<file path="config.mk">
export PLATFORM = sky130hd
export DESIGN_NAME = port_ingress_ctrl_regs
export DESIGN_NICKNAME = d
export VERILOG_FILES = /design/src/core/port_ingress_pkg.sv /design/src/core/port_ingress_ctrl_regs.sv
export VERILOG_INCLUDE_DIRS = /design/src /design/src/core
export SDC_FILE = /design/constraint.sdc
export NUM_CORES = 1
export LEC_CHECK = 0
export BUFFER_PORTS_ARGS = -buffer_cell sky130_fd_sc_hd__clkbuf_2
export CORE_MARGIN = 5
export CORE_UTILIZATION = 30
export CTS_CLUSTER_DIAMETER = 50
export CTS_CLUSTER_SIZE = 40
export DETAILED_ROUTE_END_ITERATION = 10
export GPL_TIMING_DRIVEN = 0
export MAX_ROUTING_LAYER = met4
export PLACE_DENSITY_LB_ADDON = 0.15
export SLEW_MARGIN = 20
export SYNTH_ARGS = -nofsm -noshare
export SYNTH_HDL_FRONTEND = slang
export SYNTH_SLANG_ARGS = --single-unit
</file>
<file path="constraint.sdc">
create_clock -name pclk -period 7.4 [get_ports pclk]
set_input_delay 0 -clock pclk [delete_from_list [all_inputs] [get_ports pclk]]
set_output_delay 0 -clock pclk [all_outputs]
set_load 0.05 [all_outputs]
</file>
<file path="src/core/port_ingress_defines.svh">
`ifndef PORT_INGRESS_DEFINES_SVH
`define PORT_INGRESS_DEFINES_SVH

// ----------------------------------------------------------------------------
// register byte addresses
// ----------------------------------------------------------------------------
`define ADDR_ACL_CMD   8'h00
`define ADDR_BE_MSB    8'h04
`define ADDR_BE_LSB    8'h08
`define ADDR_MIRROR    8'h0C
`define ADDR_PRIO      8'h10
`define ADDR_DEFPRIO   8'h14

// ----------------------------------------------------------------------------
// field positions
// ----------------------------------------------------------------------------
`define CMD_WDONE      6
`define CMD_RDONE      5
`define CMD_DIR        4
`define MIR_RX         6
`define MIR_TX         5
`define MIR_SNIF       1
`define PRI_HIGH       7
`define PRI_OR         6

// ----------------------------------------------------------------------------
// writable and readable masks and reset values
// ----------------------------------------------------------------------------
`define CMD_WMASK      8'h1F
`define CMD_RMASK      8'h7F
`define MIR_MASK       8'h62
`define PRI_MASK       8'hDF
`define DEF_MASK       8'h07
`define RST_BYTE       8'h00
`define RST_WORD       32'h0000_0000
`define RST_PRIO       3'h0

`endif

</file>
<file path="src/core/port_ingress_pkg.sv">
package port_ingress_pkg;

  // ----------------------------------------------------------------------------
  // entry access sequencer
  // ----------------------------------------------------------------------------
  typedef enum logic {
    ACC_IDLE,
    ACC_BUSY
  } acc_state_t;

endpackage

</file>
<file path="src/core/port_ingress_ctrl_regs.sv">
// Operation
// - write done bit, clears on write launch, resets 1
// - read done bit, clears on read launch, resets 1
// - low byte enable write launches indexed access when sequencer is idle
// - receive sniff marks received packets monitored
// - transmit sniff marks sent packets monitored
// - sniffer bit makes port the sniffer
// - highest select takes maximum enabled result
// - combine select ORs all enabled results when highest select is clear
// - MAC classification follows its enable bit
// - VLAN classification follows its enable bit
// - 802.1p classification follows its enable bit
// - DiffServ classification follows its enable bit
// - ACL classification enable; control bits reset 0
// - no classification gives default priority
`timescale 1ns/1ps
`default_nettype none
`include "port_ingress_defines.svh"

module port_ingress_ctrl_regs
  import port_ingress_pkg::*;
#(
  parameter int ADDR_W = 8
) (
  // clock, reset, enable
  input  wire logic              pclk,
  input  wire logic              presetn,
  input  wire logic              ce,
  // apb slave
  input  wire logic              psel,
  input  wire logic              penable,
  input  wire logic              pwrite,
  input  wire logic [ADDR_W-1:0] paddr,
  input  wire logic [31:0]       pwdata,
  input  wire logic [3:0]        pstrb,
  output logic      [31:0]       prdata,
  output logic                   pready,
  output logic                   pslverr,
  // entry access engine
  output logic                   acl_req,
  output logic                   acl_dir,
  output logic      [3:0]        list_entry_index,
  output logic      [15:0]       acl_be,
  input  wire logic              acl_done,
  // mirroring
  input  wire logic              rx_pkt_start,
  input  wire logic              tx_pkt_start,
  output logic                   rx_monitor,
  output logic                   tx_monitor,
  output logic                   sniffer_port,
  // classification results, bit order acl, dscp, dot1p, vlan, mac
  input  wire logic              ing_valid,
  input  wire logic [4:0]        cls_hit,
  input  wire logic [2:0]        acl_cls_prio,
  input  wire logic [2:0]        dscp_cls_prio,
  input  wire logic [2:0]        dot1p_cls_prio,
  input  wire logic [2:0]        vlan_cls_prio,
  input  wire logic [2:0]        mac_cls_prio,
  output logic                   prio_valid,
  output logic      [2:0]        ing_prio
);

  // ----------------------------------------------------------------------------
  // apb decode
  // ----------------------------------------------------------------------------
  logic       setup;
  logic       wr_en;
  logic       mapped;
  logic       launch;
  logic       wr_done;
  logic       rd_done;
  logic [7:0] cmd;
  logic [7:0] be_msb;
  logic [7:0] be_lsb;
  logic [7:0] mirror_ctrl;
  logic [7:0] prio_ctrl;
  logic [7:0] def_prio;
  logic [7:0] next_rdata;
  acc_state_t state;

  assign setup  = psel & ~penable;
  assign wr_en  = psel & penable & pready & pwrite & pstrb[0];
  assign mapped = (paddr == `ADDR_ACL_CMD) || (paddr == `ADDR_BE_MSB) || (paddr == `ADDR_BE_LSB) ||
                  (paddr == `ADDR_MIRROR) || (paddr == `ADDR_PRIO) || (paddr == `ADDR_DEFPRIO);
  assign launch = wr_en & (paddr == `ADDR_BE_LSB) & (state == ACC_IDLE);

  always_comb begin
    next_rdata = `RST_BYTE;
    case (paddr)
      `ADDR_ACL_CMD: next_rdata = {1'b0, wr_done, rd_done, cmd[4:0]};
      `ADDR_BE_MSB:  next_rdata = be_msb;
      `ADDR_BE_LSB:  next_rdata = be_lsb;
      `ADDR_MIRROR:  next_rdata = mirror_ctrl & `MIR_MASK;
      `ADDR_PRIO:    next_rdata = prio_ctrl & `PRI_MASK;
      `ADDR_DEFPRIO: next_rdata = def_prio & `DEF_MASK;
      default:       next_rdata = `RST_BYTE;
    endcase
  end

  always_ff @(posedge pclk or negedge presetn) begin
    if (!presetn) begin
      pready  <= 1'b0;
      pslverr <= 1'b0;
      prdata  <= `RST_WORD;
    end else if (ce) begin
      pready  <= setup;
      pslverr <= setup & ~mapped;
      if (setup) begin
        prdata <= {24'h00_0000, next_rdata};
      end
    end
  end

  // ----------------------------------------------------------------------------
  // control registers
  // ----------------------------------------------------------------------------
  always_ff @(posedge pclk or negedge presetn) begin
    if (!presetn) begin
      cmd         <= `RST_BYTE;
      be_msb      <= `RST_BYTE;
      be_lsb      <= `RST_BYTE;
      mirror_ctrl <= `RST_BYTE;
      prio_ctrl   <= `RST_BYTE;
      def_prio    <= `RST_BYTE;
    end else if (ce && wr_en) begin
      case (paddr)
        `ADDR_ACL_CMD: cmd         <= pwdata[7:0] & `CMD_WMASK;
        `ADDR_BE_MSB:  be_msb      <= pwdata[7:0];
        `ADDR_BE_LSB:  be_lsb      <= pwdata[7:0];
        `ADDR_MIRROR:  mirror_ctrl <= pwdata[7:0] & `MIR_MASK;
        `ADDR_PRIO:    prio_ctrl   <= pwdata[7:0] & `PRI_MASK;
        `ADDR_DEFPRIO: def_prio    <= pwdata[7:0] & `DEF_MASK;
        default:       cmd         <= cmd;
      endcase
    end
  end

  // ----------------------------------------------------------------------------
  // entry access sequencer
  // ----------------------------------------------------------------------------
  always_ff @(posedge pclk or negedge presetn) begin
    if (!presetn) begin
      state            <= ACC_IDLE;
      wr_done          <= 1'b1;
      rd_done          <= 1'b1;
      acl_req          <= 1'b0;
      acl_dir          <= 1'b0;
      list_entry_index <= 4'h0;
      acl_be           <= 16'h0000;
    end else if (ce) begin
      acl_req <= launch;
      case (state)
        ACC_IDLE: begin
          if (launch) begin
            state            <= ACC_BUSY;
            acl_dir          <= cmd[`CMD_DIR];
            list_entry_index <= cmd[3:0];
            acl_be           <= {be_msb, pwdata[7:0]};
            if (cmd[`CMD_DIR]) begin
              wr_done <= 1'b0;
            end else begin
              rd_done <= 1'b0;
            end
          end
        end
        ACC_BUSY: begin
          if (acl_done) begin
            state   <= ACC_IDLE;
            wr_done <= 1'b1;
            rd_done <= 1'b1;
          end
        end
        default: state <= ACC_IDLE;
      endcase
    end
  end

  // ----------------------------------------------------------------------------
  // mirroring
  // ----------------------------------------------------------------------------
  always_ff @(posedge pclk or negedge presetn) begin
    if (!presetn) begin
      rx_monitor   <= 1'b0;
      tx_monitor   <= 1'b0;
      sniffer_port <= 1'b0;
    end else if (ce) begin
      rx_monitor   <= rx_pkt_start & mirror_ctrl[`MIR_RX];
      tx_monitor   <= tx_pkt_start & mirror_ctrl[`MIR_TX];
      sniffer_port <= mirror_ctrl[`MIR_SNIF];
    end
  end

  // ----------------------------------------------------------------------------
  // priority resolution
  // ----------------------------------------------------------------------------
  logic [2:0] src_prio [5];
  logic [4:0] en_hit;
  logic [2:0] pr_max;
  logic [2:0] pr_or;
  logic [2:0] pr_first;
  logic [2:0] next_prio;

  assign src_prio[0] = acl_cls_prio;
  assign src_prio[1] = dscp_cls_prio;
  assign src_prio[2] = dot1p_cls_prio;
  assign src_prio[3] = vlan_cls_prio;
  assign src_prio[4] = mac_cls_prio;
  assign en_hit      = cls_hit & prio_ctrl[4:0];

  always_comb begin
    pr_max   = `RST_PRIO;
    pr_or    = `RST_PRIO;
    pr_first = `RST_PRIO;
    for (int i = 0; i < 5; i++) begin
      if (en_hit[i]) begin
        pr_or    = pr_or | src_prio[i];
        pr_first = src_prio[i];
        if (src_prio[i] > pr_max) begin
          pr_max = src_prio[i];
        end
      end
    end
    if (en_hit == 5'h00) begin
      next_prio = def_prio[2:0];
    end else if (prio_ctrl[`PRI_HIGH]) begin
      next_prio = pr_max;
    end else if (prio_ctrl[`PRI_OR]) begin
      next_prio = pr_or;
    end else begin
      next_prio = pr_first;
    end
  end

  always_ff @(posedge pclk or negedge presetn) begin
    if (!presetn) begin
      prio_valid <= 1'b0;
      ing_prio   <= `RST_PRIO;
    end else if (ce) begin
      prio_valid <= ing_valid;
      if (ing_valid) begin
        ing_prio <= next_prio;
      end
    end
  end
endmodule

`default_nettype wire

</file>
[After elaboration in Yosys (flattened, before gate mapping)]
Index checks and enable logic that the tools add are counted.
Storage, ports and cells
  flip-flop bits (word level): 76
  input bits: 74
  output and inout bits: 63
  logic and storage cells: 105
Cells by class
  order comparisons: 5
  equal/unequal tests: 9
  multiplexer cells: 33
  bitwise gates (word level): 18
  reductions and logical operators: 19
Operators by type and width (number)
  3-bit two-way mux: 22
  8-bit one-hot mux with 6 select lines: 1
  8-bit by 4-bit equality test with 1-bit output, second input constant: 2
  8-bit by 5-bit equality test with 1-bit output, second input constant: 2
  2-bit AND reduction: 8
  3-bit greater-than comparator: 4
  3-bit bitwise OR: 4
  1-bit AND: 10
  8-bit by 3-bit equality test with 1-bit output, second input constant: 1
  8-bit logical NOT: 1
  2-bit != test, second input constant: 4
  4-bit AND reduction: 2
  1-bit two-way mux: 7
  1-bit one-hot mux with 2 select lines: 3
  5-bit AND: 1
  5-bit logical NOT: 1
  1-bit logical OR: 5
  3-bit by 1-bit greater-than comparator with 1-bit output, second input constant: 1
  1-bit inverter: 3
  3-bit AND reduction: 1
  1-bit logical AND: 1

[Depth between registers and ports, before layout]
  depth in word-level cells: 17
  depth in mapped cells: 26
  mapped depth without buffers: 26

[Worst setup path after synthesis]
OpenSTA, ideal clock, no wires.
  path kind: reg-to-reg
  from: register prio_ctrl[0]
  to: register ing_prio[1]
  setup time: 0.126 ns
  data arrival time: 5.139 ns
  data required time: 7.274 ns
  slack: 2.135 ns
  stages on the path, launching flop included: 25
  buffers on the path: 0
  period minus slack after synthesis: 5.265 ns
  cells stage by stage: dfrtp_1 -> and3_1 -> inv_1 -> ha_1 -> or2_2 -> o2111ai_1 -> mux2_2 -> ha_1 -> nand2b_1 -> a211o_1 -> a31oi_1 -> mux2_2 -> inv_1 -> ha_1 -> and3_1 -> a211oi_1 -> and2_1 -> nor2_1 -> ha_1 -> inv_1 -> o21ai_0 -> o2111ai_1 -> mux2_2 -> a211oi_1 -> nor3_1
Between the ends
  word-level cells in the longest chain between the ends: 16
  elaborated cells between the ends (all ways): 31
  those cells by class: order compare (4); mux (21); bitwise (5); reduce/logical (1)
RTL lines
  from (decl): RTL line port_ingress_ctrl_regs.sv:76  | logic [7:0] prio_ctrl;
  from (signal assigned): RTL line port_ingress_ctrl_regs.sv:123  | prio_ctrl <= `RST_BYTE;
  from (signal assigned): RTL line port_ingress_ctrl_regs.sv:131  | `ADDR_PRIO: prio_ctrl <= pwdata[7:0] & `PRI_MASK;
  5-bit AND (*): RTL line port_ingress_ctrl_regs.sv:208  | assign en_hit = cls_hit & prio_ctrl[4:0];
  3-bit two-way mux: RTL line port_ingress_ctrl_regs.sv:215  | if (en_hit[i]) begin
  3-bit greater-than comparator: RTL line port_ingress_ctrl_regs.sv:218  | if (src_prio[i] > pr_max) begin
  3-bit two-way mux: RTL line port_ingress_ctrl_regs.sv:218
  3-bit two-way mux: RTL line port_ingress_ctrl_regs.sv:215
  3-bit greater-than comparator: RTL line port_ingress_ctrl_regs.sv:218
  3-bit two-way mux: RTL line port_ingress_ctrl_regs.sv:218
  3-bit two-way mux: RTL line port_ingress_ctrl_regs.sv:215
  3-bit greater-than comparator: RTL line port_ingress_ctrl_regs.sv:218
  3-bit two-way mux: RTL line port_ingress_ctrl_regs.sv:218
  3-bit two-way mux: RTL line port_ingress_ctrl_regs.sv:215
  3-bit greater-than comparator: RTL line port_ingress_ctrl_regs.sv:218
  3-bit two-way mux: RTL line port_ingress_ctrl_regs.sv:218
  3-bit two-way mux: RTL line port_ingress_ctrl_regs.sv:215
  3-bit two-way mux: RTL line port_ingress_ctrl_regs.sv:225  | end else if (prio_ctrl[`PRI_HIGH]) begin
  3-bit two-way mux (*): RTL line port_ingress_ctrl_regs.sv:223  | if (en_hit == 5'h00) begin
  to (signal assigned): RTL line port_ingress_ctrl_regs.sv:237  | ing_prio <= `RST_PRIO;
  to (signal assigned): RTL line port_ingress_ctrl_regs.sv:241  | ing_prio <= next_prio;
  to (decl): RTL line port_ingress_ctrl_regs.sv:60  | output logic [2:0] ing_prio
Every way passes the cells marked *; elsewhere a longest branch is shown, timed or not.
A chain may end at the register's enable or synchronous reset.

[Worst setup path after layout]
Ends and elaborated chain as after synthesis.

==> summary.md <==
| Metric | Value |
|---|---|
| Worst setup path class | `reg2reg` |
| Pin count of the biggest net entering global routing | `49` |
| Required @ worst endpoint | `7610 ps` |
| Row Count | `43` |
| CTS Hold Bufs | `11` |
| First-pass GRT wire length | `16,970 µm` |
| Longest Clk Path Bufs | `2` |
| Total gr overflow | `0` |
| Leak pwr | `2.776 nW` |
| Minimum clock period | `5936 ps` |
| DPL Wire Length | `8404 µm` |
| Synth top cells by count | `dfrtp_1 (74), mux2_2 (39), buf_4 (25), nand2_1 (25), o21ai_0 (25)` |
| Final Cycle Share | `80.22%` |
| Mean routed wirelength per cell | `15.56 µm` |
| # DRC | `0` |
| Cts bufs inserted | `9` |
| Aggregate negative setup slack | `0 ps` |
| Switching share of power | `22.83%` |
| Cells after synthesis | `378` |
| RSZ-0062 raised after global routing | `false` |
| Worst-margin pin slew | `623.3 ps` |
| Hold path cells | `3` |
| Area contributors post-synth | `dfrtp_1 (44%), mux2_2 (11%), mux2_1 (5.4%)` |
| Power Density | `198.2 mW/mm²` |
| CP Launch Type | `register` |
| Skew final | `5.470 ps` |
| Cts repair resizes | `0` |
| P_sw | `244.9 µW` |
| Most frequent cell after synthesis | `dfrtp_1` |
| H-tree depth | `3` |
| Number of post-CTS setup repair buffers | `0` |
| Yosys top cell area share | `44.38%` |
| Gr usage total | `13.61%` |
| Asr flop ratio synth | `100.0%` |
| Hold crit path type | `in2reg` |
| Fin area | `0.005411 mm²` |
| Final Non-Filler Cells | `693` |
| DRT Wirelength | `10,780 µm` |
| Die area | `0.01637 mm²` |
| Crit. End Element | `register` |
| Share of cells above drive strength 1 | `35.67%` |
| Vias per cell | `4.698` |
| Post-route ant nets | `0` |
| Number of synthesized register bits | `76` |
| Sequential group share of total power | `39.4%` |
| Area leader, netlist | `dfrtp_1` |
| Port bufs | `84` |
| Total power | `1.073 mW` |
| Antenna Cells | `0` |
| Nets | `595` |
| Crit path DAT | `6150 ps` |
| Slew HR | `58.44%` |
| Clock power frac | `50.1%` |
| Die height | `127.9 µm` |
| Final core occ | `39.29%` |
| Final setup fails | `0` |
| Outcome | `complete, no violations` |
| Clk slew on worst S/H paths | `60 ps` |
| Mean Syn Cell Area | `11.04 µm²` |
| Combinational Power Share | `10.6%` |
| Top_reg_cell synth | `dfrtp_1` |
| Reg2reg path depth | `25` |
| CTS tree | `done` |
| EDFF count, synth | `0` |
| Pre-antenna DRT Iters | `4` |
| Placed cell count | `666` |
| Clk_lat worst skew | `330 ps` |
| Max Freq | `0.1685 GHz` |
| Area Growth Syn to Fin | `29.69%` |
| Initial Utilization | `30.30%` |
| Number of max-cap violations | `0` |
| Post-DP Area | `0.004935 mm²` |
| GP Congestion | `0.8132` |
| Yosys warns | `0` |
| Mapped Area | `0.004173 mm²` |
| Internal power | `827.9 µW` |
| Core area | `0.01377 mm²` |
| Count of unique library cells instantiated by Yosys | `47` |
| Crit-path max FO | `6` |
| Clock tree sinks | `76` |
| Final Max Slew Viols | `0` |
| Final Hold Vio Count | `0` |
| Chip width | `127.9 µm` |
| Initial antenna violation count | `0` |
| Post-synthesis sequential area ratio | `45.64%` |
| IO Pins | `137` |
| Routed vias | `3,256` |
| Vias in the first global route | `3,179` |
| Starting DRC count in detailed routing | `159` |
| Worst vdd ir | `0.09684 mV` |
| Root buffer cell | `clkbuf_16` |
-- stage by stage --
step           setup slack [ps]  hold WS, ps
3_5_place_dp               1478       -3.346
4_1_cts                    1460        3.179
6_report                   1464        17.14
5_1_grt                    1074        27.60
3_3_place_gp               1590        230.2
2_1_floorplan              2135       -295.6
-- layout by cell type, fill, tap and decap left out, types with 5 or more instances in the layout --
cell type,netlist,final
a21oi_1,11,11
a22oi_1,6,6
and2_1,5,5
buf_4,25,25
clkbuf_1,7,9
clkbuf_16,0,9
clkbuf_2,0,83
conb_1,1,24
dfrtp_1,74,74
dlygate4sd3_1,0,11
ha_1,13,13
inv_1,18,18
mux2_1,20,20
mux2_2,39,39
mux2i_1,8,8
nand2_1,25,25
nand3_1,5,5
nor2_1,17,17
o21ai_0,25,25
-- per-layer routing --
metal | up-vias | wire length [µm] | track usage, %
met5 | - | 0 | -
met2 | 96 | 4951 | 20.61
met4 | 0 | 73 | 2.996
li1 | 1592 | - | -
met1 | 1562 | 5105 | 18.59
met3 | 6 | 652 | 3.292
-- state kept, by name, summed over array words and instances (netlist names), 3 cells and up --
register,count
cmd,5
list_entry_index,4
be_lsb,8
prdata,8
ing_prio,3
prio_ctrl,7
be_msb,8
mirror_ctrl,3
def_prio,3
acl_be,16
-- worst max-delay path, stage by stage, from the launching register on --
cell and delay [ps]:
dfrtp_1 450, and3_1 250, inv_1 70, ha_1 180, or2_2 280, o2111ai_1 300, mux2i_1 280, inv_1 70
ha_1 300, nand2b_1 70, a211o_1 340, a31oi_1 250, mux2_2 400, inv_1 90, ha_1 230, and3_1 190
a211oi_1 380, and2_1 210, nor2_1 60, ha_1 280, inv_1 40, o21ai_0 140, o2111ai_1 260, mux2_2 370
a211oi_1 240, nor3_1 80
-- cell families after synthesis --
family                     Yosys count  share of synthesized area (%)
other                                1                        0.08987
adders and majority gates           13                          3.898
buffers and inverters               55                          7.646
muxes                               70                          19.46
and+or+nand+nor                     86                          11.36
DFF                                 76                          45.64
AOI/OAI and AO/OA                   77                          11.90
-- power by group through the flow --
stage	sequential, mW	combinational [mW]	clock [mW]
6_report	0.422	0.113	0.537
5_1_grt	0.422	0.123	0.568
4_1_cts	0.422	0.114	0.552
3_5_place_dp	0.430	0.109	0
3_3_place_gp	0.430	0.106	0
2_1_floorplan	0.441	0.0568	0
-- cell type report --
class | instances | area [µm²]
fillers | 1415 | 8362
multi-input cells | 270 | 2036
repair buffers | 96 | 560.5
plain buffers | 37 | 251.5
clock inverters | 4 | 120.1
flip-flops and latches | 76 | 1904
well taps | 180 | 225.2
inverters | 18 | 67.56
clock buffers | 12 | 246.5
-- path summary, 6_finish.rpt --
path / start / to / slack [ps]
worst max-delay path: prio_ctrl[0] / ing_prio[1] / 1460
worst min-delay path: penable / prdata[6] / 20
worst max register to register: prio_ctrl[0] / ing_prio[1] / 1460
worst min register to register: acl_be[4] / acl_be[4] / 480
max in group asynchronous: presetn / rd_done / 6610
min in group asynchronous: presetn / acl_be[6] / 170
Note: power is estimated with default switching activity, not from simulation.
